`config.mk`:
```
export PLATFORM = sky130hd
export DESIGN_NAME = qbp_port
export DESIGN_NICKNAME = d
export VERILOG_FILES = /design/src/qbp_pkg.sv /design/src/qbp_pin.sv /design/src/qbp_port.sv
export SDC_FILE = /design/constraint.sdc
export NUM_CORES = 1
export LEC_CHECK = 0
export BUFFER_PORTS_ARGS = -buffer_cell sky130_fd_sc_hd__buf_2
export CAP_MARGIN = 20
export CELL_PAD_IN_SITES_DETAIL_PLACEMENT = 1
export CELL_PAD_IN_SITES_GLOBAL_PLACEMENT = 1
export CORE_UTILIZATION = 47
export DETAILED_ROUTE_END_ITERATION = 6
export PLACE_DENSITY_LB_ADDON = 0.1
export SLEW_MARGIN = 20
export SYNTH_ARGS = -nofsm -noshare
export SYNTH_HDL_FRONTEND = slang
export SYNTH_SLANG_ARGS = --single-unit
```
`constraint.sdc`:
```
create_clock -name mclk -period 2.65 [get_ports mclk]
set_input_delay 0.53 -clock mclk [delete_from_list [all_inputs] [get_ports mclk]]
set_output_delay 0.53 -clock mclk [all_outputs]
set_load 0.005 [all_outputs]
```
`src/qbp_pkg.sv`:
```
/*
 Shared constants and carrier types for the quasi-bidirectional port block.
 Assumes one 100 MHz clock; peripheral outputs idle high when unused.
*/
`default_nettype none
package qbp_pkg;
	// ==========================================================
	// Pin layout: P2.4-P2.7, then ports 3, 4 and 5
	localparam int QBP_PORT_W = 8;
	localparam int QBP_P2_W   = 4;
	localparam int QBP_P2_LSB = 4;
	localparam int QBP_NPINS  = 28;
	localparam int QBP_P2_BASE = 0;
	localparam int QBP_P3_BASE = 4;
	localparam int QBP_P4_BASE = 12;
	localparam int QBP_P5_BASE = 20;
	// ==========================================================
	// Alternate function bit positions
	localparam int QBP_P3_SER_RX = 0;
	localparam int QBP_P3_SER_TX = 1;
	localparam int QBP_P3_IRQ0   = 2;
	localparam int QBP_P3_IRQ1   = 3;
	localparam int QBP_P3_TMR0   = 4;
	localparam int QBP_P3_TMR1   = 5;
	localparam int QBP_P3_WRS    = 6;
	localparam int QBP_P3_RDS    = 7;
	localparam int QBP_P4_CS_LSB = 0;
	localparam int QBP_P4_AD_LSB = 4;
	localparam int QBP_P5_CAN_TX = 0;
	localparam int QBP_P5_CAN_RX = 1;
	localparam int QBP_P5_TMR3   = 2;
	localparam int QBP_P5_PS_LSB = 4;
	localparam int QBP_GRP_W     = 4;
	// ==========================================================
	// Reset values and timing
	localparam logic QBP_LATCH_RST = 1'h1;
	localparam logic QBP_IDLE      = 1'h1;
	localparam int QBP_CLK_MHZ  = 100;
	localparam int QBP_PULSE_NS = 20;
	localparam int QBP_PULSE_CYC = (QBP_PULSE_NS * QBP_CLK_MHZ + 999) / 1000;
	localparam int QBP_SYNC_LAT = 3;
	// ==========================================================
	// Types
	typedef enum logic [1:0] {
		QBP_SEL_P2 = 2'h0,
		QBP_SEL_P3 = 2'h1,
		QBP_SEL_P4 = 2'h2,
		QBP_SEL_P5 = 2'h3
	} qbp_port_t;
	typedef struct packed {
		logic                  en;
		qbp_port_t             sel;
		logic [QBP_PORT_W-1:0] data;
	} qbp_wr_t;
	typedef struct packed {
		logic                 serial_zero_transmit_out;
		logic                 timer_one_clock_out;
		logic                 timer_one_clock_out_en;
		logic                 ext_data_write_n;
		logic                 ext_data_read_n;
		logic                 ext_mem_active;
		logic [QBP_GRP_W-1:0] p2_addr;
		logic [QBP_GRP_W-1:0] upper_addr;
		logic [QBP_GRP_W-1:0] program_chip_select_n;
		logic                 can_transmit_line;
		logic [QBP_GRP_W-1:0] peripheral_select_n;
	} qbp_alt_src_t;
	typedef struct packed {
		logic serial_zero_receive_in;
		logic ext_irq_zero_in;
		logic ext_irq_one_in;
		logic timer_zero_count_in;
		logic timer_one_in_or_clock_out;
		logic can_receive_line;
		logic timer_three_count_in;
	} qbp_alt_snk_t;
	typedef struct packed {
		logic [QBP_NPINS-1:0] o;
		logic [QBP_NPINS-1:0] oe_n;
	} qbp_pads_t;
endpackage : qbp_pkg
`default_nettype wire

```
`src/qbp_pin.sv`:
```
/*
 One quasi-bidirectional pin: port latch, strong pulldown, momentary
 strong pull-up and a two-stage input synchroniser.
 Assumes the pad has a permanent weak pullup outside this logic.
*/
`timescale 1ns/1ps
`default_nettype none
module qbp_pin #(
	parameter int PULSE_CYC = qbp_pkg::QBP_PULSE_CYC
) (
	// Clock and reset
	input  wire logic mclk,
	input  wire logic reset_n,
	// Latch write and alternate output
	input  wire logic wr_en,
	input  wire logic wr_bit,
	input  wire logic alt_val,
	// Pad
	input  wire logic pad_i,
	output logic      pad_o,
	output logic      pad_oe_n,
	// Read back
	output logic      latch_q,
	output logic      pin_lvl
);
	import qbp_pkg::*;
	localparam int CW = $clog2(PULSE_CYC + 1);

	logic          latch_r;
	logic          latch_nxt;
	logic          eff;
	logic          eff_r;
	logic          rise;
	logic [CW-1:0] cnt_r;
	logic [CW-1:0] cnt_nxt;
	logic          o_r;
	logic          o_nxt;
	logic          oe_n_r;
	logic          oe_n_nxt;
	logic          sync1_r;
	logic          sync2_r;
	logic [CW:0]   hi_run_r;

	// ==========================================================
	// Drive control
	always_comb
	begin
		latch_nxt = wr_en ? wr_bit : latch_r;
		// Alternate function is ANDed in so a latch of one passes it
		eff       = latch_r & alt_val;
		rise      = eff & ~eff_r;
		cnt_nxt   = cnt_r;
		o_nxt     = 1'h1;
		oe_n_nxt  = 1'h1;
		if (!eff)
		begin
			o_nxt    = 1'h0;
			oe_n_nxt = 1'h0;
			cnt_nxt  = {CW{1'h0}};
		end
		else if (rise)
		begin
			oe_n_nxt = 1'h0;
			cnt_nxt  = CW'(PULSE_CYC - 1);
		end
		else if (cnt_r != {CW{1'h0}})
		begin
			oe_n_nxt = 1'h0;
			cnt_nxt  = cnt_r - 1'h1;
		end
	end

	// eff_r resets high so leaving reset gives no pull-up pulse
	always_ff @(posedge mclk or negedge reset_n)
	begin
		if (!reset_n)
		begin
			latch_r <= QBP_LATCH_RST;
			eff_r   <= QBP_LATCH_RST;
			cnt_r   <= {CW{1'h0}};
			o_r     <= 1'h1;
			oe_n_r  <= 1'h1;
			sync1_r <= 1'h1;
			sync2_r <= 1'h1;
		end
		else
		begin
			latch_r <= latch_nxt;
			eff_r   <= eff;
			cnt_r   <= cnt_nxt;
			o_r     <= o_nxt;
			oe_n_r  <= oe_n_nxt;
			sync1_r <= pad_i;
			sync2_r <= sync1_r;
		end
	end

	assign pad_o    = o_r;
	assign pad_oe_n = oe_n_r;
	assign latch_q  = latch_r;
	assign pin_lvl  = sync2_r;

	// ==========================================================
	// Checks
	always_ff @(posedge mclk or negedge reset_n)
	begin
		if (!reset_n)
			hi_run_r <= {(CW+1){1'h0}};
		else if (!oe_n_r && o_r)
			hi_run_r <= hi_run_r + 1'h1;
		else
			hi_run_r <= {(CW+1){1'h0}};
	end

	property p_reset_weak;
		@(posedge mclk) $rose(reset_n) |-> (pad_oe_n && latch_q);
	endproperty
	a_reset_weak: assert property (p_reset_weak) else $error("pin not weak high after reset");

	property p_input_seen;
		@(posedge mclk) disable iff (!reset_n) $past(reset_n) && $past(reset_n, 2) |-> pin_lvl == $past(pad_i, 2);
	endproperty
	a_input_seen: assert property (p_input_seen) else $error("pin level not two cycles behind pad");

	property p_zero_hold;
		@(posedge mclk) disable iff (!reset_n) !latch_q |=> (!pad_oe_n && !pad_o);
	endproperty
	a_zero_hold: assert property (p_zero_hold) else $error("latch zero without strong pulldown");

	property p_one_pulse;
		@(posedge mclk) disable iff (!reset_n) rise |=> (!pad_oe_n && pad_o);
	endproperty
	a_one_pulse: assert property (p_one_pulse) else $error("no strong pull-up after rise");

	property p_pulse_len;
		@(posedge mclk) disable iff (!reset_n) hi_run_r <= (CW+1)'(PULSE_CYC);
	endproperty
	a_pulse_len: assert property (p_pulse_len) else $error("strong pull-up held too long");

	c_pulse: cover property (@(posedge mclk) disable iff (!reset_n) rise ##1 (!pad_oe_n && pad_o));
endmodule : qbp_pin
`default_nettype wire

```
`src/qbp_port.sv`:
```
/*
 Quasi-bidirectional ports P2.4-P2.7, P3, P4 and P5 with alternate
 function routing to serial, timer, interrupt, memory and CAN logic.
 Assumes latch writes and peripheral signals are on mclk; pads are async.
*/
// Functional notes
// Reset puts every port bit high, held only by the weak pullup.
// A weakly high pin is an input; outside circuits may pull it low.
// Writing zero turns on a strong pulldown until one is written or reset.
// Writing one after zero gives a brief strong pull-up, then weak high.
// Port four config picks I/O or memory signal for each pin.
// P3.0 is serial zero receive, P3.1 serial zero transmit.
// P3.2 and P3.3 feed external interrupts zero and one.
// P3.4 is timer zero input; P3.5 timer one input or clock output.
// P3.6 carries external data write strobe, P3.7 read strobe.
// P4.0-P4.3 in memory mode drive program chip selects zero to three.
// P4.4-P4.7 in memory mode drive address bits sixteen to nineteen.
// P2.4-P2.7 carry address bits twelve to fifteen in external accesses.
// P5.0 is CAN transmit, P5.1 CAN receive; absent without CAN.
// P5.2 is timer three input; P5.4-P5.7 drive peripheral selects.
// Alternate output is ANDed with the latch so a one passes it.
`timescale 1ns/1ps
`default_nettype none
module qbp_port #(
	parameter bit HAS_CAN   = 1'b1,
	parameter int PULSE_CYC = qbp_pkg::QBP_PULSE_CYC
) (
	// Clock and reset
	input  wire logic                          mclk,
	input  wire logic                          reset_n,
	// Latch write and configuration
	input  wire qbp_pkg::qbp_wr_t              wr,
	input  wire logic [qbp_pkg::QBP_PORT_W-1:0] port_four_config,
	// Peripheral side
	input  wire qbp_pkg::qbp_alt_src_t         alt_src,
	output qbp_pkg::qbp_alt_snk_t              alt_snk,
	// Pads
	input  wire logic [qbp_pkg::QBP_NPINS-1:0] pad_i,
	output qbp_pkg::qbp_pads_t                 pads,
	// Read back
	output logic [qbp_pkg::QBP_NPINS-1:0]      latch_q,
	output logic [qbp_pkg::QBP_NPINS-1:0]      pin_lvl
);
	import qbp_pkg::*;

	logic [QBP_NPINS-1:0] wr_en;
	logic [QBP_NPINS-1:0] wr_bit;
	logic [QBP_NPINS-1:0] alt_val;
	qbp_alt_snk_t         snk_r;
	qbp_alt_snk_t         snk_nxt;

	// ==========================================================
	// Latch write decode
	always_comb
	begin
		wr_en  = {QBP_NPINS{1'h0}};
		wr_bit = {QBP_NPINS{1'h1}};
		for (int i = 0; i < QBP_P2_W; i++)
		begin
			wr_en[QBP_P2_BASE+i]  = wr.en && (wr.sel == QBP_SEL_P2);
			wr_bit[QBP_P2_BASE+i] = wr.data[QBP_P2_LSB+i];
		end
		for (int i = 0; i < QBP_PORT_W; i++)
		begin
			wr_en[QBP_P3_BASE+i]  = wr.en && (wr.sel == QBP_SEL_P3);
			wr_bit[QBP_P3_BASE+i] = wr.data[i];
			wr_en[QBP_P4_BASE+i]  = wr.en && (wr.sel == QBP_SEL_P4);
			wr_bit[QBP_P4_BASE+i] = wr.data[i];
			wr_en[QBP_P5_BASE+i]  = wr.en && (wr.sel == QBP_SEL_P5);
			wr_bit[QBP_P5_BASE+i] = wr.data[i];
		end
	end

	// ==========================================================
	// Alternate output routing; unused functions sit at the idle level
	always_comb
	begin
		alt_val = {QBP_NPINS{QBP_IDLE}};
		for (int i = 0; i < QBP_GRP_W; i++)
		begin
			if (alt_src.ext_mem_active)
				alt_val[QBP_P2_BASE+i] = alt_src.p2_addr[i];
			if (port_four_config[QBP_P4_CS_LSB+i])
				alt_val[QBP_P4_BASE+QBP_P4_CS_LSB+i] = alt_src.program_chip_select_n[i];
			if (port_four_config[QBP_P4_AD_LSB+i])
				alt_val[QBP_P4_BASE+QBP_P4_AD_LSB+i] = alt_src.upper_addr[i];
			alt_val[QBP_P5_BASE+QBP_P5_PS_LSB+i] = alt_src.peripheral_select_n[i];
		end
		alt_val[QBP_P3_BASE+QBP_P3_SER_TX] = alt_src.serial_zero_transmit_out;
		if (alt_src.timer_one_clock_out_en)
			alt_val[QBP_P3_BASE+QBP_P3_TMR1] = alt_src.timer_one_clock_out;
		alt_val[QBP_P3_BASE+QBP_P3_WRS] = alt_src.ext_data_write_n;
		alt_val[QBP_P3_BASE+QBP_P3_RDS] = alt_src.ext_data_read_n;
		// Without the CAN controller the pin is plain I/O
		if (HAS_CAN)
			alt_val[QBP_P5_BASE+QBP_P5_CAN_TX] = alt_src.can_transmit_line;
	end

	// ==========================================================
	// Pin cells
	genvar g;
	generate
		for (g = 0; g < QBP_NPINS; g++)
		begin : g_pin
			qbp_pin #(
				.PULSE_CYC (PULSE_CYC)
			) u_pin (
				.mclk     (mclk),
				.reset_n  (reset_n),
				.wr_en    (wr_en[g]),
				.wr_bit   (wr_bit[g]),
				.alt_val  (alt_val[g]),
				.pad_i    (pad_i[g]),
				.pad_o    (pads.o[g]),
				.pad_oe_n (pads.oe_n[g]),
				.latch_q  (latch_q[g]),
				.pin_lvl  (pin_lvl[g])
			);
		end
	endgenerate

	// ==========================================================
	// Alternate inputs, taken from the synchronised pin levels
	always_comb
	begin
		snk_nxt.serial_zero_receive_in    = pin_lvl[QBP_P3_BASE+QBP_P3_SER_RX];
		snk_nxt.ext_irq_zero_in           = pin_lvl[QBP_P3_BASE+QBP_P3_IRQ0];
		snk_nxt.ext_irq_one_in            = pin_lvl[QBP_P3_BASE+QBP_P3_IRQ1];
		snk_nxt.timer_zero_count_in       = pin_lvl[QBP_P3_BASE+QBP_P3_TMR0];
		snk_nxt.timer_one_in_or_clock_out = pin_lvl[QBP_P3_BASE+QBP_P3_TMR1];
		snk_nxt.timer_three_count_in      = pin_lvl[QBP_P5_BASE+QBP_P5_TMR3];
		snk_nxt.can_receive_line          = QBP_IDLE;
		if (HAS_CAN)
			snk_nxt.can_receive_line = pin_lvl[QBP_P5_BASE+QBP_P5_CAN_RX];
	end

	always_ff @(posedge mclk or negedge reset_n)
	begin
		if (!reset_n)
			snk_r <= '1;
		else
			snk_r <= snk_nxt;
	end

	assign alt_snk = snk_r;

	// ==========================================================
	// Checks
	// Input checks wait until the synchronisers hold real samples again
	logic [QBP_SYNC_LAT-1:0] sync_up_r;

	always_ff @(posedge mclk or negedge reset_n)
	begin
		if (!reset_n)
			sync_up_r <= {QBP_SYNC_LAT{1'h0}};
		else
			sync_up_r <= {sync_up_r[QBP_SYNC_LAT-2:0], 1'h1};
	end

	property p_ser_tx;
		@(posedge mclk) disable iff (!reset_n)
			!alt_src.serial_zero_transmit_out |=> !pads.o[QBP_P3_BASE+QBP_P3_SER_TX];
	endproperty
	a_ser_tx: assert property (p_ser_tx) else $error("serial transmit zero not driven");

	property p_irq_in;
		@(posedge mclk) disable iff (!reset_n)
			sync_up_r[QBP_SYNC_LAT-1]
			|-> alt_snk.ext_irq_zero_in == $past(pad_i[QBP_P3_BASE+QBP_P3_IRQ0], QBP_SYNC_LAT);
	endproperty
	a_irq_in: assert property (p_irq_in) else $error("interrupt input not three cycles behind pad");

	property p_tmr1_out;
		@(posedge mclk) disable iff (!reset_n)
			(alt_src.timer_one_clock_out_en && !alt_src.timer_one_clock_out)
			|=> (!pads.o[QBP_P3_BASE+QBP_P3_TMR1] && !pads.oe_n[QBP_P3_BASE+QBP_P3_TMR1]);
	endproperty
	a_tmr1_out: assert property (p_tmr1_out) else $error("clock output low not driven");

	property p_wr_strobe;
		@(posedge mclk) disable iff (!reset_n)
			!alt_src.ext_data_write_n |=> !pads.o[QBP_P3_BASE+QBP_P3_WRS];
	endproperty
	a_wr_strobe: assert property (p_wr_strobe) else $error("write strobe not on pin");

	property p_io_mode;
		@(posedge mclk) disable iff (!reset_n)
			(!port_four_config[QBP_P4_CS_LSB] && latch_q[QBP_P4_BASE+QBP_P4_CS_LSB])
			|=> pads.o[QBP_P4_BASE+QBP_P4_CS_LSB];
	endproperty
	a_io_mode: assert property (p_io_mode) else $error("I/O mode pin taken by memory");

	property p_chip_sel;
		@(posedge mclk) disable iff (!reset_n)
			(port_four_config[QBP_P4_CS_LSB] && !alt_src.program_chip_select_n[0])
			|=> !pads.o[QBP_P4_BASE+QBP_P4_CS_LSB];
	endproperty
	a_chip_sel: assert property (p_chip_sel) else $error("chip select not on pin");

	property p_upper_addr;
		@(posedge mclk) disable iff (!reset_n)
			(port_four_config[QBP_P4_AD_LSB] && !alt_src.upper_addr[0])
			|=> !pads.o[QBP_P4_BASE+QBP_P4_AD_LSB];
	endproperty
	a_upper_addr: assert property (p_upper_addr) else $error("address sixteen not on pin");

	property p_p2_addr;
		@(posedge mclk) disable iff (!reset_n)
			(alt_src.ext_mem_active && !alt_src.p2_addr[0]) |=> !pads.o[QBP_P2_BASE];
	endproperty
	a_p2_addr: assert property (p_p2_addr) else $error("address twelve not on pin");

	property p_can_tx;
		@(posedge mclk) disable iff (!reset_n)
			(HAS_CAN && !alt_src.can_transmit_line) |=> !pads.o[QBP_P5_BASE+QBP_P5_CAN_TX];
	endproperty
	a_can_tx: assert property (p_can_tx) else $error("CAN transmit not on pin");

	property p_psel;
		@(posedge mclk) disable iff (!reset_n)
			!alt_src.peripheral_select_n[0] |=> !pads.o[QBP_P5_BASE+QBP_P5_PS_LSB];
	endproperty
	a_psel: assert property (p_psel) else $error("peripheral select not on pin");

	property p_ser_rx;
		@(posedge mclk) disable iff (!reset_n)
			sync_up_r[QBP_SYNC_LAT-1]
			|-> alt_snk.serial_zero_receive_in == $past(pad_i[QBP_P3_BASE+QBP_P3_SER_RX], QBP_SYNC_LAT);
	endproperty
	a_ser_rx: assert property (p_ser_rx) else $error("serial receive not three cycles behind pad");

	property p_irq1_in;
		@(posedge mclk) disable iff (!reset_n)
			sync_up_r[QBP_SYNC_LAT-1]
			|-> alt_snk.ext_irq_one_in == $past(pad_i[QBP_P3_BASE+QBP_P3_IRQ1], QBP_SYNC_LAT);
	endproperty
	a_irq1_in: assert property (p_irq1_in) else $error("second interrupt not three cycles behind pad");

	property p_tmr0_in;
		@(posedge mclk) disable iff (!reset_n)
			sync_up_r[QBP_SYNC_LAT-1]
			|-> alt_snk.timer_zero_count_in == $past(pad_i[QBP_P3_BASE+QBP_P3_TMR0], QBP_SYNC_LAT);
	endproperty
	a_tmr0_in: assert property (p_tmr0_in) else $error("timer zero input not three cycles behind pad");

	property p_tmr1_in;
		@(posedge mclk) disable iff (!reset_n)
			sync_up_r[QBP_SYNC_LAT-1]
			|-> alt_snk.timer_one_in_or_clock_out == $past(pad_i[QBP_P3_BASE+QBP_P3_TMR1], QBP_SYNC_LAT);
	endproperty
	a_tmr1_in: assert property (p_tmr1_in) else $error("timer one input not three cycles behind pad");

	property p_tmr3_in;
		@(posedge mclk) disable iff (!reset_n)
			sync_up_r[QBP_SYNC_LAT-1]
			|-> alt_snk.timer_three_count_in == $past(pad_i[QBP_P5_BASE+QBP_P5_TMR3], QBP_SYNC_LAT);
	endproperty
	a_tmr3_in: assert property (p_tmr3_in) else $error("timer three input not three cycles behind pad");

	property p_can_rx;
		@(posedge mclk) disable iff (!reset_n)
			sync_up_r[QBP_SYNC_LAT-1] |-> alt_snk.can_receive_line
				== (HAS_CAN ? $past(pad_i[QBP_P5_BASE+QBP_P5_CAN_RX], QBP_SYNC_LAT) : QBP_IDLE);
	endproperty
	a_can_rx: assert property (p_can_rx) else $error("CAN receive wrong");

	property p_rd_strobe;
		@(posedge mclk) disable iff (!reset_n)
			!alt_src.ext_data_read_n |=> !pads.o[QBP_P3_BASE+QBP_P3_RDS];
	endproperty
	a_rd_strobe: assert property (p_rd_strobe) else $error("read strobe not on pin");

	property p_p2_io;
		@(posedge mclk) disable iff (!reset_n)
			(!alt_src.ext_mem_active && latch_q[QBP_P2_BASE]) |=> pads.o[QBP_P2_BASE];
	endproperty
	a_p2_io: assert property (p_p2_io) else $error("address drives pin outside access");

	property p_tmr1_gate;
		@(posedge mclk) disable iff (!reset_n)
			(!alt_src.timer_one_clock_out_en && latch_q[QBP_P3_BASE+QBP_P3_TMR1])
			|=> pads.o[QBP_P3_BASE+QBP_P3_TMR1];
	endproperty
	a_tmr1_gate: assert property (p_tmr1_gate) else $error("clock output drives pin while off");

	property p_cs_top;
		@(posedge mclk) disable iff (!reset_n)
			(port_four_config[QBP_P4_CS_LSB+QBP_GRP_W-1] && !alt_src.program_chip_select_n[QBP_GRP_W-1])
			|=> !pads.o[QBP_P4_BASE+QBP_P4_CS_LSB+QBP_GRP_W-1];
	endproperty
	a_cs_top: assert property (p_cs_top) else $error("last chip select not on pin");

	property p_addr_top;
		@(posedge mclk) disable iff (!reset_n)
			(port_four_config[QBP_P4_AD_LSB+QBP_GRP_W-1] && !alt_src.upper_addr[QBP_GRP_W-1])
			|=> !pads.o[QBP_P4_BASE+QBP_P4_AD_LSB+QBP_GRP_W-1];
	endproperty
	a_addr_top: assert property (p_addr_top) else $error("address nineteen not on pin");

	property p_psel_top;
		@(posedge mclk) disable iff (!reset_n)
			!alt_src.peripheral_select_n[QBP_GRP_W-1] |=> !pads.o[QBP_P5_BASE+QBP_P5_PS_LSB+QBP_GRP_W-1];
	endproperty
	a_psel_top: assert property (p_psel_top) else $error("last peripheral select not on pin");

	property p_zero_write;
		@(posedge mclk) disable iff (!reset_n)
			(wr.en && (wr.sel == QBP_SEL_P5) && !wr.data[QBP_P5_PS_LSB])
			|-> ##2 (!pads.oe_n[QBP_P5_BASE+QBP_P5_PS_LSB] && !pads.o[QBP_P5_BASE+QBP_P5_PS_LSB]);
	endproperty
	a_zero_write: assert property (p_zero_write) else $error("written zero not pulled down");

	property p_reset_pads;
		@(posedge mclk) $rose(reset_n) |-> (&pads.oe_n && &pads.o && &latch_q && &alt_snk);
	endproperty
	a_reset_pads: assert property (p_reset_pads) else $error("port not weak high after reset");

	c_mem_mode: cover property (@(posedge mclk) disable iff (!reset_n)
		port_four_config[QBP_P4_AD_LSB] && !alt_src.upper_addr[0]);
	c_ext_access: cover property (@(posedge mclk) disable iff (!reset_n)
		alt_src.ext_mem_active && !alt_src.ext_data_read_n);
	c_sw_low: cover property (@(posedge mclk) disable iff (!reset_n)
		wr.en && (wr.sel == QBP_SEL_P3) && (wr.data == 8'h00));
	c_can_tx: cover property (@(posedge mclk) disable iff (!reset_n)
		HAS_CAN && !alt_src.can_transmit_line);
endmodule : qbp_port
`default_nettype wire

```
Word level (Yosys, flattened, before mapping)
Cells that the tools add are included.
Widths: inputs -> output; s select.

cells by class
  bitwise operators = 77
  add/sub/neg operators = 28
  reductions and logical operators = 33
  muxes and demuxes = 209
  equal/unequal tests = 31

operators by type and width
  cell                 number
  $mux 2               84
  $mux 1               125
  $ne 3x3->1 const B   28
  $reduce_bool 2->1    28
  $sub 2x1->2 const B  28
  $and 1x1->1          49
  $not 1->1            28
  $eq 2x2->1 const B   2
  $logic_and 1x1->1    4
  $eq 2x1->1 const B   1
  $logic_not 2->1      1

word-level totals
  output and inout bits = 119
  logic and storage cells = 581
  bits in registers = 231
  input port bits = 72

Depth between registers and ports, before layout
Gate-level depths: netlist of run 1.

  depth in word-level cells = 5
  depth in mapped cells = 4
  mapped depth without buffers = 4

Modules after synthesis
Synthesis of run 1 repeated with hierarchy kept, for this count alone.

second synthesis, totals
  cell total of the unflattened synthesis = 529
  area, all modules = 7803.7 µm²

modules (own cells, without submodules)
  module    area each (µm²)  cells each  times used
  qbp_pin   267.8            18          28
  qbp_port  306.5            25          1

Worst setup path before layout of run 1
No wires, ideal clock.

  kind = register -> register
  from = register g_pin[3].u_pin.cnt_r[0]
  to = register g_pin[3].u_pin.cnt_r[1]
  library setup time = 0.111 ns
  stages on the path, launching flop included = 5
  required time = 2.539 ns
  arrival = 1.241 ns
  path slack = 1.297 ns
  buffers on the path = 0
  period minus slack after synthesis = 1.353 ns
  cells stage by stage = dfrtp_1 inv_1 ha_1 or2_2 a2111oi_2

on the way
  longest elaborated chain between the ends = 4

ends and longest elaborated chain
  element                 RTL line       source
  from (decl)             qbp_pin.sv:34  logic [CW-1:0] cnt_r;
  from (signal assigned)  qbp_pin.sv:80  cnt_r <= {CW{1'h0}};
  from (signal assigned)  qbp_pin.sv:90  cnt_r <= cnt_nxt;
  $sub 2x1->2             qbp_pin.sv:69  cnt_nxt = cnt_r - 1'h1;
  $mux 2                  qbp_pin.sv:66  else if (cnt_r != {CW{1'h0}})
  $mux 2                  qbp_pin.sv:61  else if (rise)
  $mux 2                  qbp_pin.sv:55  if (!eff)

Several ways; a longest one is shown, not always the timed one. The select of a mux whose other input is x is not followed.
A chain may end at the register's enable or synchronous reset.

Worst setup path in the final report of run 1
  from = register g_pin[6].u_pin.latch_r
  to = output latch_q[6] (netlist name)

RTL lines
  element                 RTL line        source
  from (decl)             qbp_pin.sv:29   logic latch_r;
  from (signal assigned)  qbp_pin.sv:88   latch_r <= latch_nxt;
  to (decl)               qbp_port.sv:41  output logic [qbp_pkg::QBP_NPINS-1:0] latch_q,

No word-level cell between the ends.

==> flow_results.org, run 1 <==
** Clocking
- Number of buffers inserted for hold repair after clock tree synthesis :: 0
- Clock tree from TritonCTS :: built
- Clock-pin slew was measured on the worst setup and hold paths at 0.06 ns.
- Maximum level of the CTS H-tree :: 1
- Total setup buffers inserted after CTS :: 0
- Gates resized during post-CTS repair numbered 0.
- The clock passes through at most 3 buffers.
- Clock tree root buffer cell :: sky130_fd_sc_hd__clkbuf_16
- CTS saw 203 sinks.
- Clock tree synthesis inserted a total of 22 buffers.
- For the worst-skew pair, the clock arrives at the later sink with an insertion delay of 0.50 ns.

** Worst setup path
- Setup crit start kind :: register
- Grouping stages by cell kind, the critical path spends the most delay in flip-flops.
- The setup path with the least slack is of type reg2out.
- Series of cell instances along the critical path :: buf_2
- WP buf/inv :: 1
- Data on the critical path is required at its endpoint by 2.12 ns.
- In this design, the stage delay of the slowest critical-path cell is 0.59 ns.
- Type of destination of the critical path :: output port
- In this run the worst path has a maximum fanout of 6.
- Max stage delay cell, worst path :: sky130_fd_sc_hd__dfstp_2
- Signal arrival time at the worst endpoint :: 1.24 ns

** Drt
- Wirelength per Cell :: 16.8 um
- The detailed router placed 4,909 vias in this run.
- For this run, the detailed router's first-pass iteration total came to 4.
- Using the TritonRoute via totals, the vias-per-cell ratio works out to 4.85.
- After detailed routing, the number of remaining DRC violations is 0.
- Wirelength, routed :: 17,000 um
- Iter 0 DRT Violations :: 153
- Antenna-violating nets left :: 0

** Global route
- First-pass GRT wire length :: 27,200 um
- Vias in the first global route :: 5,325
- The number of antenna violations at the first check in global routing was 0.
- GRT Total Usage :: 0.185
- Entering global routing, the biggest net connects 75 pins.
- After global routing the overflow that remains totals 0.

** Timing
- Summed over all failing endpoints, the final setup total negative slack is 0 ns.
- Headroom to the max-slew limit came out at 0.603.
- Setup slack on the critical path of the routed design comes to 0.883 ns.
- The number of hold-slack violations in the final timing report was 0.
- Worst-Margin Slew :: 0.595 ns
- Final slew viol count :: 0
- Fin Clk Skew :: 0.0192 ns
- Final clock period utilization by the worst path :: 0.667
- RSZ-0062 raised after global routing :: no
- Fmax :: 0.566 GHz
- Setup Viol. Count Final :: 0
- Post-layout min period :: 1.77 ns

** Placed design
- Worst-case setup slack after placement :: 1.16 ns
- Number of buffer cells added on primary ports :: 190
- Final HPWL from detailed placement :: 12,100 um
- Routability-driven placement finished with a final weighted congestion of 0.743.

** Die
- The region available for standard cell placement spans 17,900 sq um.
- Num rows :: 49
- From left edge to right edge, the die measures 137 um.
- The die covers 18,800 sq um.
- In this run the vertical extent of the chip is 137 um.
- For this design the top-level I/O count stands at 191.
- Starting density of the core :: 0.479

** Job
- Max-cap violations in this run came to 0.

** Logic synthesis
- The most common cell in the synthesized netlist is sky130_fd_sc_hd__dfstp_2.
- Counting every instance in the synthesized netlist gives 660.
- Async S/R FF share, synth :: 1.00
- The synthesized design contains 203 register bits.
- Synth Area per Inst :: 13.0 sq um
- Among all flip-flop cells after synthesis, the most frequent one is sky130_fd_sc_hd__dfstp_2.
- Area share of the leading cell type in the synthesized netlist :: 0.451
- Of the synthesized area, sequential elements account for 0.614.
- Cell taking the most area after synthesis :: sky130_fd_sc_hd__dfstp_2
- Most numerous cell types in the synthesized netlist :: 147 x sky130_fd_sc_hd__dfstp_2, 112 x sky130_fd_sc_hd__buf_4, 83 x sky130_fd_sc_hd__inv_1, 56 x sky130_fd_sc_hd__dfrtp_1
- Post-synth design cell area :: 8570 sq um
- The number of nets handed over by synthesis was 760.
- Leading post-synthesis cells by cell area :: sky130_fd_sc_hd__dfstp_2 45%, sky130_fd_sc_hd__dfrtp_1 16%, sky130_fd_sc_hd__buf_4 9.8%
- EDFF count, synth :: 0
- In this run, distinct cell masters in the synthesized netlist total 22.
- The Yosys step of the flow raised 0 warnings.

** Final layout
- The number of antenna diodes in the final layout is 0.
- Final Net Count :: 867
- Filler instances :: 1,855
- The area growth from synthesis to layout is 14.5%.
- In the final layout, the share of cells above drive strength 1 is 0.561.
- Post-layout utilization of the core :: 0.548

** Power and ir drop
- For this design the static power due to leakage is 4.49 nW.
- Total power density per cell area :: 876 nW/um^2
- Power consumption :: 8.59 mW
- The worst-case IR drop observed on VDD is 478 uV.

** Worst hold path
- In this run the worst hold path is classified as in2async.

** Run status
- The run finished with clean final reports.
-- cell usage in the layout, fill, tap and decap left out, drive strengths merged, types with 2 or more instances in the layout --
master,instances
buf,194
dfstp,147
inv,83
dfrtp,56
nor2b,28
mux2,28
xor2,28
a211oi,28
ha,28
clkbuf,28
nand2,20
and3,15
a21boi,15
nor2,13
or2,13
a2111oi,13
nor4b,12
clkinv,9
nand3,9
and2,8
bufinv,3
nand3b,2
-- layer usage --
metal	wire length, um	GRT usage	vias up
li1	-	-	2259
met1	6680	0.221	2486
met2	8830	0.329	136
met3	1160	0.0444	28
met4	280	0.0519	0
met5	0	0	-
-- flip-flops by register name, indices dropped and copies added (netlist names) --
signal and cells:
g_pin.u_pin.pin_lvl 28, alt_snk 7, g_pin.u_pin.eff_r 28, g_pin.u_pin.cnt_r 56
g_pin.u_pin.sync1_r 28, g_pin.u_pin.latch_q 28, g_pin.u_pin.pad_oe_n 28
-- cell type report --
cell class	instances	area [sq um]	share of cell area
clock buffers	27	632	0.0644
clock inverters	13	143	0.0145
inverters	83	312	0.0317
multi-input cells	262	2160	0.220
flip-flops and latches	203	5260	0.536
well taps	229	287	0.0292
repair buffers	195	1020	0.104
-- through the flow --
step | hold WS [ns] | instances | area, sq um
final | 0.0573 | 1012 | 9810
after global routing | 0.0790 | 1012 | 9810
after CTS | 0.0474 | 1012 | 9810
after detailed placement | 0.347 | 972 | 9040
after global placement | 0.345 | 972 | 9040
after floorplan | 0.234 | 660 | 8570
-- where the power goes --
part / internal, mW / switching [mW] / leakage (nW) / total [mW]
Sequential: 3.68 / 0.272 / 2.28 / 3.95
Clock: 1.99 / 1.23 / 0.389 / 3.22
Combinational: 0.677 / 0.750 / 1.81 / 1.43
Total: 6.34 / 2.25 / 4.49 / 8.59
-- kinds of logic (layout without fill, tap and decap cells) --
| family | Yosys count | count (layout) | synth area share |
|---|---|---|---|
| and+or+nand+nor | 122 | 122 | 0.0848 |
| AOI/OAI and AO/OA | 56 | 56 | 0.0604 |
| DFF | 203 | 203 | 0.614 |
| adders and majority gates | 28 | 28 | 0.0409 |
| muxes | 28 | 28 | 0.0368 |
| xor gates and xnor gates | 28 | 28 | 0.0286 |
| buffers and inverters | 195 | 318 | 0.134 |
-- path summary, 6_finish.rpt --
check                                         start                        to  slack [ns]  depth (start not counted)
max                          g_pin[6].u_pin.latch_q                latch_q[6]        0.88                          1
min reg2reg                 g_pin[13].u_pin.sync1_r   g_pin[13].u_pin.pin_lvl        0.35                          0
max in group asynchronous                   reset_n   g_pin[1].u_pin.pad_oe_n        1.83                          2
min in group mclk                          pad_i[0]    g_pin[0].u_pin.sync1_r        0.13                          1
min                                         reset_n  g_pin[12].u_pin.cnt_r[1]        0.06                          1
max reg2reg                g_pin[19].u_pin.cnt_r[0]  g_pin[19].u_pin.cnt_r[1]        1.15                          4
Power figures use the tool's default switching activity.
==> run 2: changes to the inputs <==
- CORE_UTILIZATION: 47 -> 43
- clock period: 2.65 -> 1.8 ns (I/O delays scaled with it)
==> run 2 against run 1 <==
Worst hold slack better by 0.060 ns. Clock skew is 0.012 ns lower. Worst setup slack worse by 0.66 ns. Sequential cell count stayed put. Critical endpoint is now latch_q[21]. Largest cell class unchanged. Largest power group unchanged.
==> flow_results.org, run 2 (same netlist as run 1, synthesis figures left out) <==
** Run status
- The run finished with clean final reports.

** Die
- The floorplan step defined a core boundary enclosing 19,500 sq um.
- In this run the count of I/O pins placed on the die edge is 191.
- Num rows :: 51
- Full die area :: 20,500 sq um
- The initial utilization of the core area, before any placement, comes to 0.439.
- Die height :: 143 um
- Horizontal die dimension :: 143 um

** Global route
- Global-route congestion overflow total :: 0
- Vias in the first global route :: 5,623
- The first global-routing pass estimated 28,500 um of wire.
- Entering global routing, the biggest net connects 47 pins.
- GRT Total Usage :: 0.176
- The number of antenna violations at the first check in global routing is 1.

** Clocking
- Clock transition at the registers of the reported paths :: 0.06 ns
- TritonCTS built the clock tree.
- The clock drives 203 sinks.
- CTS Buffer Depth :: 3
- The number of setup buffers added after CTS is 0.
- Clock tree synthesis selected as its root buffer the cell sky130_fd_sc_hd__clkbuf_16.
- Clk Latency, worst-skew pair :: 0.49 ns
- Maximum level of the CTS H-tree :: 1
- Counting the buffers created by CTS gives 23.

** Power and ir drop
- Total power density per cell area :: 1250 nW/um^2
- The analysis attributes to net switching a power of 3.28 mW.
- LEAKAGE :: 4.62 nW
- Proportion of power drawn by combinational gates :: 0.170
- Power consumption :: 12.7 mW
- Of the total power, the clock network draws 0.374.
- The worst-case IR drop observed on VDD is 641 uV.
- Cell internal power was estimated by the tool at 9.47 mW.
- Portion of total power attributed to sequential cells :: 0.456
- Fraction of power spent switching nets :: 0.257

** Timing
- Worst hold margin :: 0.117 ns
- The clock arrives with 0.00694 ns of skew.
- The max-slew violation count was 0.
- Dividing the final minimum period by the clock period gives 0.875.
- Fmax :: 0.635 GHz
- The smallest clock period supported by the final layout is computed as 1.57 ns.
- Setup TNS :: 0 ns
- Max-slew headroom :: 0.730
- Setup repair after global routing left no endpoint under its margin.
- Setup violations remaining at the end of the flow were counted as 0.
- Worst-Margin Slew :: 0.399 ns
- Number of hold-slack violations in the final timing report :: 0

** Worst setup path
- Max stage delay on crit path :: 0.58 ns
- Counting cells, the worst reg-to-reg path comes to 4.
- Max stage delay cell, worst path :: sky130_fd_sc_hd__dfstp_2
- Max FO, Critical Path :: 6
- At the worst endpoint, the required time is 1.44 ns.
- STA classifies the critical path startpoint as a register.
- Broken down by cell family, the worst path's largest delay share belongs to flip-flops.
- The setup path with the least slack is of type reg2out.
- Traced cell by cell, the critical path runs through buf_2.
- Signal arrival time at the worst endpoint :: 1.21 ns
- Reg-to-Reg End :: g_pin[2].u_pin.cnt_r[1]
- Counting both buffers and inverters, the worst setup path holds a total of 1.
- STA classifies the critical path endpoint as an output port.
- The worst register-to-register path has a setup slack of 0.32 ns.
- Reg-to-Reg Start :: g_pin[2].u_pin.cnt_r[0]

** Final layout
- Final Net Count :: 897
- Ranked by flip-flop count, first place goes to g_pin.u_pin.cnt_r.
- Area of the multi-input gates :: 2160 sq um
- In the final layout, the share of cells above drive strength 1 is 0.538.
- Highest-count cells in the layout ignoring fill and taps :: 189 x sky130_fd_sc_hd__buf_2, 147 x sky130_fd_sc_hd__dfstp_2, 83 x sky130_fd_sc_hd__inv_1, 56 x sky130_fd_sc_hd__dfrtp_1, 29 x sky130_fd_sc_hd__dlygate4sd3_1
- Summing all flip-flop and latch instances after layout gives 5260 sq um.
- The register with the most flip-flops in the layout has 56 of them.
- The repair_antennas step left the layout with diodes totalling 0.
- The library cell used most frequently in the layout, excluding fill and tap cells, is sky130_fd_sc_hd__buf_2.
- The filler cells instantiated in the layout total 2,053.
- Area delta synth->final :: 19.0%
- After the flow finishes, the layout carries non-filler instances totaling 1,078.

** Drt
- Iter 0 DRT Violations :: 134
- Antenna-violating nets left :: 0
- Summing over every cut layer, the via total after detailed routing is 4,987.
- Number of remaining DRC errors :: 0
- Wirelength, routed :: 17,300 um
- Iteration count of the initial detailed-routing pass :: 4
- In the final routed layout, each cell accounts on average for 16.0 um.
- Drt via density :: 4.63

** Worst hold path
- The worst hold path passes through 3 cells.
- In this run the most critical hold path is launched from alt_src[1].
- Hold Path Class :: in2reg
- For hold timing, the worst endpoint is g_pin[25].u_pin.cnt_r[1].

** Placed design
- Final HPWL from detailed placement :: 12,100 um
- Routability-driven placement finished with a final weighted congestion of 0.724.
- In this run, placement finished with an instance count of 1,008.
- During placement, the flow inserted port buffers numbering 190.

** Job
- Number of max-cap violations :: 0
[run 2: layer usage]
metal | up-vias | share of wire | track usage
met5 | - | 0.00075 | 0
met4 | 2 | 0.019 | 0.0487
met3 | 29 | 0.063 | 0.0429
met2 | 136 | 0.50 | 0.309
met1 | 2499 | 0.42 | 0.214
li1 | 2321 | - | -
[run 2: power groups by stage]
stage	clock network (mW)	logic, mW	registers [mW]
2_1_floorplan	0	1.72	5.75
3_3_place_gp	0	1.97	5.84
3_5_place_dp	0	2.13	5.89
4_1_cts	4.96	2.21	5.82
5_1_grt	5.14	2.47	5.90
6_report	4.77	2.16	5.81
[run 2: area by class of cell]
type,count,area share
flip-flops and latches,203,0.516
multi-input cells,262,0.211
repair buffers,224,0.131
clock buffers,34,0.0696
well taps,265,0.0325
inverters,83,0.0306
clock inverters,7,0.00859
[run 2: worst max-delay path by stage]
stage | startpoint | end | slack, ns | cells after the start
4_1_cts | g_pin[21].u_pin.latch_q | latch_q[21] | 0.19 | 1
3_5_place_dp | g_pin[2].u_pin.cnt_r[0] | g_pin[2].u_pin.cnt_r[1] | 0.31 | 4
2_1_floorplan | g_pin[3].u_pin.cnt_r[0] | g_pin[3].u_pin.cnt_r[1] | 0.45 | 4
6_report | g_pin[21].u_pin.latch_q | latch_q[21] | 0.23 | 1
3_3_place_gp | g_pin[13].u_pin.cnt_r[0] | g_pin[13].u_pin.cnt_r[1] | 0.41 | 4
5_1_grt | g_pin[21].u_pin.latch_q | latch_q[21] | 0.18 | 1
[run 2: worst min-delay path, delay by kind of cell]
kind                   cells  cell delay, ns
AOI/OAI and AO/OA          1            0.05
and+or+nand+nor            1            0.06
buffers and inverters      1            0.11
[run 2: metrics by stage]
step,util,instance area [sq um],setup slack [ns]
floorplan,-,8570,0.447
global placement,0.467,9110,0.408
detailed placement,0.467,9110,0.307
CTS,0.522,10200,0.193
global route,0.522,10200,0.184
finish,0.522,10200,0.226
[run 2: what timing repair did]
| item | 4_1_cts | 5_1_grt |
|---|---|---|
| endpoints found under the hold margin | 32 | 0 |
| hold buffers | 29 | 0 |
| gates resized for setup | 0 | 0 |
| setup endpoints to repair | 0 | 0 |
==> run 3: changes to the inputs <==
- CELL_PAD_IN_SITES_DETAIL_PLACEMENT: 1 -> 0
==> run 3 against run 2 <==
Die area is the same. Register-to-register slack gained 0.02 ns. Critical path type unchanged. Utilization decreased by 0.28 points. Combinational power is 2% lower. Largest power group unchanged. Clock skew is 0.0023 ns higher. Sequential power barely moved. Worst setup slack worse by 0.0031 ns. Clock-buffer cell count decreased by 3.
==> flow_results.org, run 3 (same netlist as run 1, synthesis figures left out) <==
** Global route
- The first global-routing pass estimated 24,800 um of wire.
- The number of antenna violations at the first check in global routing was 0.
- The via count of the first global-routing pass came to 4,921.
- For this run, the total global-route usage over all layers was measured as 0.155.
- Global-route congestion overflow total :: 0
- Maximum number of pins on one net before global-route repair :: 47

** Timing
- For the pin with the worst max-slew slack, the measured transition is 0.403 ns.
- Minimum setup slack in the final design :: 0.222 ns
- The max-slew violation count was 0.
- Max-slew headroom :: 0.731
- The number of hold-slack violations in the final timing report is 0.
- Static timing analysis puts the maximum clock frequency at 0.634 GHz.
- Final clock period utilization by the worst path :: 0.876
- Setup Viol. Count Final :: 0
- Counting I/O delays and the setup requirement, the final critical path takes 1.58 ns.
- Setup repair after global routing left no endpoint under its margin.
- For the final routed database, the setup TNS stands at 0 ns.
- Fin Clk Skew :: 0.00921 ns

** Placed design
- Number of buffer cells added on primary ports :: 190
- At the placement stage, the worst setup path has a slack of 0.349 ns.
- Summed over all nets, the half-perimeter wirelength after detailed placement is 10,700 um.
- Weighted congestion reported at the end of routability-driven placement :: 0.724

** Final layout
- Largest register by flop count :: g_pin.u_pin.cnt_r
- 0 antenna diodes ended up in the layout.
- In the final layout, the share of cells above drive strength 1 is 0.540.
- Number of flip-flops under the largest register name :: 56
- Leaving out fill and tap cells, the most frequent cell in the layout is sky130_fd_sc_hd__buf_2.
- Relative to the synthesized area, the layout overhead comes to 18.3%.
- Highest-count cells in the layout ignoring fill and taps :: 189 x sky130_fd_sc_hd__buf_2, 147 x sky130_fd_sc_hd__dfstp_2, 83 x sky130_fd_sc_hd__inv_1, 56 x sky130_fd_sc_hd__dfrtp_1, 29 x sky130_fd_sc_hd__dlygate4sd3_1
- After the last flow step, the layout net total stands at 897.

** Die
- Full die area :: 20,500 sq um
- 191 I/O pins were placed.
- Die height :: 143 um
- Core box area :: 19,500 sq um
- The initialized floorplan defines 51 standard-cell rows.
- Horizontal die dimension :: 143 um
- For this configuration, the core starts out at a cell density of 0.439.

** Power and ir drop
- Clock network power share :: 0.363
- For this design the ratio of total power to cell area is 1220 nW/um^2.
- LEAKAGE :: 4.61 nW
- Of the total power, the share spent switching nets is 0.260.
- Peak supply drop :: 652 uV
- The analysis attributes to net switching a power of 3.23 mW.
- The share of total power dissipated in combinational logic is 0.170.
- Cell-internal power :: 9.18 mW
- Portion of total power attributed to sequential cells :: 0.467

** Worst setup path
- Signal arrival time at the worst endpoint :: 1.22 ns
- Max stage delay cell, worst path :: sky130_fd_sc_hd__dfstp_2
- Type of destination of the critical path :: output port
- WP buf/inv :: 1
- Grouping stages by cell kind, the critical path spends the most delay in flip-flops.
- Max stage delay on crit path :: 0.58 ns
- STA classifies the critical path startpoint as a register.
- Max FO, Critical Path :: 6
- Data required time of the worst path :: 1.44 ns
- Traced cell by cell, the critical path runs through buf_2.
- Worst setup path category :: reg2out

** Clocking
- For the worst-skew pair, the clock arrives at the later sink with an insertion delay of 0.49 ns.
- Clock-pin slew was measured on the worst setup and hold paths at 0.06 ns.
- After clock tree synthesis, the repair step resized 0 gates.
- Clock tree root buffer cell :: sky130_fd_sc_hd__clkbuf_16
- Counting every sink on the clock net gives 203.
- No sink is reached through more buffers than the 3 on the longest clock path.
- In this run the number of H-tree levels came out at 1.
- Total setup buffers inserted after CTS :: 0
- Clock tree from TritonCTS :: built
- Clock buffer count from CTS :: 23

** Drt
- After detailed routing, the average wire length per cell comes to 14.4 um.
- The pre-antenna-repair detailed-routing pass consisted of 4 iterations.
- After the first detailed-routing iteration, the DRC count stood at 133.
- Number of vias after detailed routing :: 4,893
- The count of nets left with antenna violations once routing finished came out at 0.
- Drt via density :: 4.54
- Number of remaining DRC errors :: 0
- Summed over all layers, the routed wires come to 15,600 um.

** Job
- Across the run, the number of max-cap violations was 0.

** Worst hold path
- In this run the worst hold path is classified as in2reg.

** Run status
- Status :: finished clean
[run 3: repair_timing]
| item | in CTS | in global routing |
|---|---|---|
| endpoints found under the hold margin | 32 | 0 |
| endpoints found under the setup margin | 0 | 0 |
| hold buffers | 29 | 0 |
[run 3: cell type report]
type | count | area [sq um]
fillers | 1703 | 9380
flip-flops and latches | 203 | 5260
multi-input cells | 262 | 2160
repair buffers | 224 | 1340
clock buffers | 31 | 666
well taps | 265 | 332
inverters | 83 | 312
clock inverters | 10 | 76.3
[run 3: path summary, 6_finish.rpt]
kind,from,endpoint,slack (ns),depth (start not counted)
hold reg to reg,g_pin[24].u_pin.sync1_r,g_pin[24].u_pin.pin_lvl,0.35,0
min in group asynchronous,reset_n,g_pin[5].u_pin.cnt_r[0],0.38,2
max in group asynchronous,reset_n,g_pin[26].u_pin.latch_q,0.79,3
setup / recovery,g_pin[6].u_pin.latch_q,latch_q[6],0.22,1
hold / removal,alt_src[22],g_pin[5].u_pin.cnt_r[1],0.11,3
setup reg to reg,g_pin[0].u_pin.cnt_r[0],g_pin[0].u_pin.cnt_r[1],0.34,4
[run 3: per-layer routing]
metal,track usage,share of wire
met5,0,0
met4,0.0521,0.019
met3,0.0322,0.056
met2,0.255,0.48
met1,0.202,0.44
[run 3: per-stage QoR]
step	cells	hold WS (ns)	total power [mW]	cell area (sq um)	utilization
final	1078	0.114	12.4	10100	0.519
after global placement	1008	0.336	7.81	9110	0.467
after floorplan	660	0.0644	7.47	8570	-
after CTS	1078	0.0896	12.6	10100	0.519
after global routing	1078	0.113	13.1	10100	0.519
after detailed placement	1008	0.344	7.94	9110	0.467
[run 3: power groups by stage]
stage,sequential (mW),combinational (mW),clock (mW)
6_report,5.79,2.11,4.51
5_1_grt,5.89,2.39,4.85
4_1_cts,5.81,2.14,4.68
3_5_place_dp,5.87,2.07,0
3_3_place_gp,5.84,1.97,0
2_1_floorplan,5.75,1.72,0
